File: src/skam_pkg.sv
// Shared constants and carrier types for the scanned key associative memory.
// Assumes a single synchronous clock domain; no bus registers.
package skam_pkg;
	localparam int ELEM_WORDS      = 8;
	localparam int ROW_ADDR_W      = 3;
	localparam int WORD_ADDR_W     = 4;
	localparam int ROW_SEL_BIT     = 3;
	localparam int KEY_LEN_DEF     = 16;
	localparam int DATA_W_DEF      = 8;
	localparam int FIELD_MAX_DEF   = 4;

	typedef enum logic [1:0] {
		SKAM_IDLE   = 2'b00,
		SKAM_SCAN   = 2'b01,
		SKAM_RESULT = 2'b10
	} skam_state_e;

	typedef struct packed {
		logic [WORD_ADDR_W-1:0] addr;
		logic                   row_sel;
		logic                   any;
	} skam_sel_s;
endpackage

File: src/skam_encoder.sv
// Match address encoder: eight word match flags to three word address lines and a row select line.
// Assumes at most one flag of the group is set at a time.
`timescale 1ns/1ps
module skam_encoder
	import skam_pkg::*;
(
	input  wire logic [ELEM_WORDS-1:0] word_match_flag,
	output skam_sel_s                  sel
);
	logic [WORD_ADDR_W-1:0] a;
	always_comb begin
		// Flag 0 is index 0 of the vector, so the lines give the binary of the 0-based flag index.
		a[0] = word_match_flag[1] | word_match_flag[3] | word_match_flag[5] | word_match_flag[7];
		a[1] = word_match_flag[2] | word_match_flag[3] | word_match_flag[6] | word_match_flag[7];
		a[2] = word_match_flag[4] | word_match_flag[5] | word_match_flag[6] | word_match_flag[7];
		a[ROW_SEL_BIT] = a[0] | a[1] | a[2] | word_match_flag[0];
		sel.addr    = a;
		sel.row_sel = a[ROW_SEL_BIT];
		sel.any     = |word_match_flag;
	end
endmodule

File: src/skam_top.sv
// Associative memory: scanned key section, bit-serial compare, parallel data section.
// Assumes the host supplies the search key bit, the data register and the write strobe
// on clk_sys, and keeps matching keys unique.
`timescale 1ns/1ps

////////////////////////////////////////////////////////////////////////////////
// What this block does
// - Storage is built of eight-word elements, three low address lines picking a word and a fourth picking the row.
// - Key registers act as circulating registers by scanning bit addresses, never by shifting bits.
// - The scan counter selects the same bit position in every key register at once and steps in order.
// - The selected bit of every key register can be read and written while it is selected.
// - Key length is a multiple of eight with unused positions allowed, and the word count follows the elements fitted.
// - The search key is an external serial register whose selected bit goes to every comparator.
// - Comparison runs one bit per step in every word at once, each word with its own compare logic.
// - A word whose compared field fully agrees sets its own match flag.
// - A search steps the scan counter through a programmed range, choosing the compared field.
// - A search may cover several separate non-adjacent fields.
// - The set match flag picks the data word paired with that key register for access.
// - Each encoder maps eight match flags to three word lines and an OR-ed row select line.
// - With a word selected, the host's write strobe chooses write or read through its data register.
// - Data moves between the data register and the data section all bits in parallel.
module skam_top
	import skam_pkg::*;
#(
	parameter int KEY_ELEMS = 2,
	parameter int WORDS     = 16,
	parameter int DATA_W    = DATA_W_DEF,
	parameter int FIELDS    = FIELD_MAX_DEF
) (
	input  wire logic                          clk_sys,
	input  wire logic                          reset_n,
	input  wire logic                          search_start,
	input  wire logic [FIELDS-1:0]             field_enable,
	input  wire logic [FIELDS*$clog2(KEY_ELEMS*ELEM_WORDS)-1:0] field_first,
	input  wire logic [FIELDS*$clog2(KEY_ELEMS*ELEM_WORDS)-1:0] field_last,
	input  wire logic                          search_key_bit,
	input  wire logic                          key_write,
	input  wire logic [$clog2(KEY_ELEMS*ELEM_WORDS)-1:0] key_bit_addr,
	input  wire logic [WORDS-1:0]              key_bits_in,
	input  wire logic [WORDS-1:0]              key_bits_we,
	input  wire logic                          data_write_strobe,
	input  wire logic [DATA_W-1:0]             data_word_register,
	output logic      [$clog2(KEY_ELEMS*ELEM_WORDS)-1:0] scan_bit_pos,
	output logic                               scan_active,
	output logic      [WORDS-1:0]              key_bits_out,
	output logic      [WORDS-1:0]              word_match_flag,
	output logic                               search_done,
	output logic                               word_selected,
	output logic      [$clog2(WORDS)-1:0]      selected_word,
	output logic      [DATA_W-1:0]             data_read
);
	localparam int KEY_LEN = KEY_ELEMS * ELEM_WORDS;
	localparam int PW      = $clog2(KEY_LEN);
	localparam int FW      = (FIELDS > 1) ? $clog2(FIELDS) : 1;
	localparam int ROWS    = WORDS / ELEM_WORDS;
	localparam int WAW     = $clog2(WORDS);

	////////////////////////////////////////////////////////////////////////////
	// Key section: bit-position major, so one address reaches every word.
	logic [WORDS-1:0] key_mem [KEY_LEN];
	logic [WORDS-1:0] key_row;
	logic [PW-1:0]    key_addr;

	// During a search the scan counter owns the address; otherwise the host does.
	assign key_addr     = scan_active ? scan_bit_pos : key_bit_addr;
	assign key_row      = key_mem[key_addr];
	assign key_bits_out = key_row;

	always_ff @(posedge clk_sys) begin
		if (key_write) begin
			for (int w = 0; w < WORDS; w++) begin
				if (key_bits_we[w]) begin
					key_mem[key_addr][w] <= key_bits_in[w];
				end
			end
		end
	end

	////////////////////////////////////////////////////////////////////////////
	// Scan sequencer.
	skam_state_e      state_reg, state_next;
	logic [PW-1:0]    pos_reg, pos_next;
	logic [FW-1:0]    fld_reg, fld_next;
	logic [WORDS-1:0] agree_reg, agree_next;
	logic [WORDS-1:0] match_reg, match_next;
	logic             done_reg, done_next;
	logic [PW-1:0]    f_first [FIELDS];
	logic [PW-1:0]    f_last  [FIELDS];
	logic [FW-1:0]    nxt_fld;
	logic             nxt_found;

	genvar gi;
	generate
		for (gi = 0; gi < FIELDS; gi++) begin : g_fld
			assign f_first[gi] = field_first[gi*PW +: PW];
			assign f_last[gi]  = field_last[gi*PW +: PW];
		end
	endgenerate

	// Finds the next enabled field after the current one; fields need not be adjacent.
	always_comb begin
		nxt_fld   = '0;
		nxt_found = 1'b0;
		for (int f = FIELDS - 1; f >= 0; f--) begin
			if (field_enable[f] && (FW'(f) > fld_reg)) begin
				nxt_fld   = FW'(f);
				nxt_found = 1'b1;
			end
		end
	end

	logic [FW-1:0] first_fld;
	logic          first_found;
	always_comb begin
		first_fld   = '0;
		first_found = 1'b0;
		for (int f = FIELDS - 1; f >= 0; f--) begin
			if (field_enable[f]) begin
				first_fld   = FW'(f);
				first_found = 1'b1;
			end
		end
	end

	// Each word keeps its own running agreement; the XNOR is its compare network.
	logic [WORDS-1:0] bit_agree;
	generate
		for (gi = 0; gi < WORDS; gi++) begin : g_cmp
			assign bit_agree[gi] = ~(key_row[gi] ^ search_key_bit);
		end
	endgenerate

	always_comb begin
		state_next = state_reg;
		pos_next   = pos_reg;
		fld_next   = fld_reg;
		agree_next = agree_reg;
		match_next = match_reg;
		done_next  = 1'b0;
		unique case (state_reg)
			SKAM_IDLE, SKAM_RESULT: begin
				if (search_start) begin
					match_next = '0;
					agree_next = '1;
					if (first_found) begin
						fld_next   = first_fld;
						pos_next   = f_first[first_fld];
						state_next = SKAM_SCAN;
					end else begin
						state_next = SKAM_IDLE;
					end
				end
			end
			SKAM_SCAN: begin
				agree_next = agree_reg & bit_agree;
				if (pos_reg != f_last[fld_reg]) begin
					pos_next = pos_reg + PW'(1);
				end else if (nxt_found) begin
					fld_next = nxt_fld;
					pos_next = f_first[nxt_fld];
				end else begin
					match_next = agree_reg & bit_agree;
					done_next  = 1'b1;
					state_next = SKAM_RESULT;
				end
			end
			default: begin
				state_next = SKAM_IDLE;
			end
		endcase
	end

	always_ff @(posedge clk_sys) begin
		if (!reset_n) begin
			state_reg <= SKAM_IDLE;
			pos_reg   <= '0;
			fld_reg   <= '0;
			agree_reg <= '0;
			match_reg <= '0;
			done_reg  <= 1'b0;
		end else begin
			state_reg <= state_next;
			pos_reg   <= pos_next;
			fld_reg   <= fld_next;
			agree_reg <= agree_next;
			match_reg <= match_next;
			done_reg  <= done_next;
		end
	end

	assign scan_active     = (state_reg == SKAM_SCAN);
	assign scan_bit_pos    = pos_reg;
	assign word_match_flag = match_reg;
	assign search_done     = done_reg;

	////////////////////////////////////////////////////////////////////////////
	// Address encoders, one per row of eight words.
	skam_sel_s        row_sel [ROWS];
	logic [WAW-1:0]   sel_addr;
	logic             sel_any;

	generate
		for (gi = 0; gi < ROWS; gi++) begin : g_enc
			skam_encoder u_enc (
				.word_match_flag (match_reg[gi*ELEM_WORDS +: ELEM_WORDS]),
				.sel             (row_sel[gi])
			);
		end
	endgenerate

	// Only one row select line may be high when the host keeps keys unique.
	always_comb begin
		sel_addr = '0;
		sel_any  = 1'b0;
		for (int r = 0; r < ROWS; r++) begin
			if (row_sel[r].row_sel) begin
				sel_addr = WAW'(r * ELEM_WORDS) | WAW'(row_sel[r].addr[ROW_ADDR_W-1:0]);
				sel_any  = 1'b1;
			end
		end
	end

	assign word_selected = sel_any;
	assign selected_word = sel_addr;

	////////////////////////////////////////////////////////////////////////////
	// Data section, whole words at a time.
	logic [DATA_W-1:0] data_mem [WORDS];
	logic [DATA_W-1:0] rd_reg, rd_next;

	always_ff @(posedge clk_sys) begin
		if (sel_any && data_write_strobe) begin
			data_mem[sel_addr] <= data_word_register;
		end
	end

	always_comb begin
		rd_next = rd_reg;
		if (sel_any && !data_write_strobe) begin
			rd_next = data_mem[sel_addr];
		end
	end

	always_ff @(posedge clk_sys) begin
		if (!reset_n) begin
			rd_reg <= '0;
		end else begin
			rd_reg <= rd_next;
		end
	end

	assign data_read = rd_reg;
endmodule

File: config.mk
export PLATFORM = sky130hd
export DESIGN_NAME = skam_top
export DESIGN_NICKNAME = d
export VERILOG_FILES = /design/src/skam_pkg.sv /design/src/skam_encoder.sv /design/src/skam_top.sv
export SDC_FILE = /design/constraint.sdc
export NUM_CORES = 1
export LEC_CHECK = 0
export BUFFER_PORTS_ARGS = -buffer_cell sky130_fd_sc_hd__buf_2
export CAP_MARGIN = 10
export CORE_MARGIN = 2
export CORE_UTILIZATION = 40
export DETAILED_ROUTE_END_ITERATION = 12
export PLACE_DENSITY = 0.59
export SLEW_MARGIN = 20
export SYNTH_ARGS = -nofsm -noshare
export SYNTH_HDL_FRONTEND = slang
export SYNTH_SLANG_ARGS = --single-unit
File: constraint.sdc
create_clock -name clk_sys -period 4.2 [get_ports clk_sys]
set_clock_uncertainty 0.2 [all_clocks]
set_input_delay 0.63 -clock clk_sys [delete_from_list [all_inputs] [get_ports clk_sys]]
set_output_delay 0.63 -clock clk_sys [all_outputs]
set_load 0.1 [all_outputs]
==> impl_metrics.env <==
export IMPL_critical_path_top_delay_family="simple AND/OR/NAND/NOR gates"
export IMPL_vias_per_cell=5.834
export IMPL_finalNetCount=1609
export IMPL_synthArstFlopShare_pct=0
export IMPL_syn_area_mm2=0.01806
export IMPL_max_slew_worst_pin_slew_ps=1063
export IMPL_finalMaxSlewViolations=0
export IMPL_critPathLaunchType="flop"
export IMPL_synthCells=1416
export IMPL_drv_cap=0
export IMPL_ys_warnings_count=0
export IMPL_core_mm2=0.04441
export IMPL_grt_pass1_wl_um=76010
export IMPL_synth_ff_type="edfxtp_1"
export IMPL_finalSetupTns_ps=0
export IMPL_port_buffers=136
export IMPL_worstRegToRegCells=6
export IMPL_critical_path_max_fanout=18
export IMPL_crit_cells=6
export IMPL_worst_r2r_setup_slack_ps=210
export IMPL_gp_congestion=0.9309
export IMPL_ys_seq_area_share_pct=69.27
export IMPL_final_area_mm2=0.02106
export IMPL_antenna_found_initial=3
export IMPL_drt_total_wl_um=50030
export IMPL_syn_nets=1503
export IMPL_synth_edf_count=384
export IMPL_grt_util_all_layers_pct=21.28
export IMPL_crit_buf_inv=1
export IMPL_clk_pin_slew_worst_paths_ps=60
export IMPL_setup_viol=0
export IMPL_rows=77
export IMPL_num_vias=12538
export IMPL_die_h_um=216.5
export IMPL_rr_startpoint="word_match_flag[15]"
export IMPL_crit_arrival_ps=3980
export IMPL_synth_cell_types=68
export IMPL_pwr_density_cell_mw_per_mm2=475.7
export IMPL_cts_sinks=433
export IMPL_crit_path_max_incr_delay_ps=780
export IMPL_period_share_pct=95.02
export IMPL_areaGrowthSynthToFinish_pct=16.60
export IMPL_syn_area_per_cell_um2=12.76
export IMPL_cpMostUsedCell="nor2_1"
export IMPL_cts_setup_buffers=0
export IMPL_grt_overflow_total=0
export IMPL_worstSetupEndpointType="flop"
export IMPL_p_leak_nw=6.890
export IMPL_ant_nets=0
export IMPL_first_pass_iters=6
export IMPL_largest_registers="key_mem x256, data_mem x128"
export IMPL_clock_root_buffer="clkbuf_16"
export IMPL_slew_headroom_pct=28.97
export IMPL_crit_slowest_cell="nor2_1"
export IMPL_fin_crit_ps=3991
export IMPL_h_tree_depth=2
export IMPL_outcome="finished clean"
export IMPL_worstSetupEndpoint="data_mem[0][2]"
export IMPL_synth_seq_cells=433
export IMPL_route_detailed_drc=0
export IMPL_dieArea_mm2=0.04687
export IMPL_hold_violations=0
export IMPL_place_area_mm2=0.01963
export IMPL_rr_endpoint="data_mem[0][2]"
export IMPL_layout_drive_gt1_share_pct=17.28
export IMPL_cts_tree="built"
export IMPL_critPathLaunch="word_match_flag[15]"
export IMPL_ir_worst_vdd_v=0.0003309
export IMPL_hpwlAfterDp_um=30170
export IMPL_grt_max_degree=66
export IMPL_wire_per_inst_um=23.28
export IMPL_required_ps=4190
export IMPL_ctsLongestPathBuffers=3
export IMPL_top_register="key_mem"
export IMPL_largest_reg_flops=256
export IMPL_cp_cell_sequence="or4_1 -> a21oi_2 -> inv_2 -> nor2_1 -> o311ai_1 -> nor2_1"
export IMPL_start_util_pct=40.67
export IMPL_grt_setup_unrepaired="no"
export IMPL_antenna_cells=0
export IMPL_drt_iter0_drc=1391
export IMPL_io_pins=137
export IMPL_numCtsBuffers=45
export IMPL_criticalPathCategory="reg2reg"
export IMPL_die_w_um=216.5
export IMPL_fmax_mhz=250.6
export IMPL_grt_pass1_vias=12576
export IMPL_hold_path_class="in2reg"
export IMPL_clk_latency_ps=570
==> worst min-delay path by stage <==
stage	end	cells after the start	start	slack, ps
final	state_reg[1]	4	search_start	190
after global routing	key_mem[5][1]	1	key_bits_in[1]	230
after CTS	state_reg[1]	4	search_start	170
after detailed placement	word_match_flag[14]	1	agree_reg[14]	290
after global placement	word_match_flag[4]	1	agree_reg[4]	280
after floorplan	state_reg[1]	2	state_reg[1]	270
==> cells in the mapped netlist (3+ instances only) <==
master / count / area, um2
nand2_1: 70 / 262.8
dfxtp_1: 49 / 980.9
nor4_1: 5 / 31.28
o221a_1: 16 / 180.2
o32ai_1: 4 / 35.03
buf_2: 16 / 80.08
and4_1: 16 / 140.1
inv_1: 9 / 33.78
nand3_1: 14 / 70.07
inv_2: 3 / 11.26
a221oi_1: 14 / 122.6
nor3_1: 14 / 70.07
mux2_1: 3 / 33.78
mux4_2: 8 / 180.2
a32o_1: 16 / 160.2
o21ai_1: 42 / 210.2
o31ai_1: 3 / 22.52
a21oi_1: 18 / 90.09
o221ai_1: 4 / 35.03
nor2b_1: 6 / 37.54
and3_1: 3 / 18.77
xnor2_1: 17 / 148.9
and2_1: 3 / 18.77
o21ai_0: 54 / 270.3
a211oi_1: 9 / 67.56
buf_6: 4 / 45.04
buf_1: 4 / 15.01
a221o_1: 4 / 40.04
a31oi_1: 9 / 56.30
clkbuf_1: 84 / 315.3
or3_1: 5 / 31.28
a22oi_1: 3 / 22.52
xor2_1: 5 / 43.79
edfxtp_1: 384 / 11530
nor2_1: 277 / 1040
o211ai_1: 8 / 60.06
nand4_1: 7 / 43.79
o22ai_1: 135 / 844.6
nand3b_1: 5 / 37.54
mux2i_1: 27 / 270.3
or4_1: 6 / 45.04
==> cell usage in the layout (no fill, tap or decap), types with 9 or more instances in the layout <==
master,count
a21oi_1,18
a221oi_1,14
a32o_1,16
and4_1,16
buf_12,20
buf_2,120
buf_4,29
clkbuf_1,10
clkbuf_16,46
clkinv_2,9
dfxtp_1,49
edfxtp_1,384
inv_1,9
mux2i_1,27
nand2_1,70
nand3_1,14
nor2_1,277
nor3_1,11
o21ai_0,54
o21ai_1,42
o221a_1,16
o22ai_1,135
xnor2_1,17
==> per-layer routing <==
| metal | global-route usage [%] | vias up | routed length, um |
|---|---|---|---|
| li1 | - | 5644 | - |
| met1 | 28.95 | 6301 | 21220 |
| met2 | 34.57 | 499 | 23900 |
| met3 | 3.719 | 90 | 3605 |
| met4 | 7.215 | 4 | 1271 |
| met5 | 0 | - | 27 |
==> power breakdown <==
part,leakage (nW),switching [W],internal [W]
combinational,2.34,0.000971,0.000408
sequential,3.86,0.0000420,0.00474
clock,0.696,0.00165,0.00221
total,6.89,0.00266,0.00735
==> kinds of logic (layout without fill, tap and decap cells) <==
family	count (synthesis)	after routing	synth area share, %
fa+ha+maj	1	1	0.06926
mux	39	39	2.743
xor+xnor	22	22	1.067
compound gates	354	354	13.10
simple gates	443	443	10.83
buf+inv	124	265	2.923
flops	433	433	69.27
==> repair_timing <==
action / CTS / global route
pin swaps: 0 / 0
hold buffers: 0 / 0
gates cloned: 0 / 0
endpoints found under the setup margin: 1 / 1
gates resized for setup: 1 / 1
==> worst reg2reg max path, cell delays in order (launching register included) <==
cell and delay, ps:
dfxtp_1 400, or4_1 740, a21oi_2 630, inv_2 380, nor2_1 230, o311ai_1 270
nor2_1 780
==> area by class of cell <==
| class | count | area [um2] |
|---|---|---|
| Sequential cell | 433 | 12510 |
| Timing Repair Buffer | 169 | 1219 |
| Multi-Input combinational cell | 859 | 5111 |
| Clock buffer | 60 | 1244 |
| Tap cell | 592 | 740.7 |
| Inverter | 14 | 57.56 |
| Clock inverter | 22 | 176.4 |
| Fill cell | 3978 | 23350 |
==> per-stage QoR <==
stage / hold slack (ps) / setup WS (ps) / utilization [%] / std cells / power, W
floorplan: 269.5 / 120.2 / - / 1416 / 0.005691
global placement: 275.8 / 257.7 / 44.18 / 2067 / 0.006239
detailed placement: 286.2 / 255.0 / 44.20 / 2067 / 0.006252
CTS: 167.2 / 128.5 / 47.41 / 2149 / 0.01008
global route: 227.9 / 117.8 / 47.42 / 2149 / 0.01032
finish: 193.0 / 209.0 / 47.42 / 2149 / 0.01002
No activity file was read; power rests on OpenSTA's default activity.
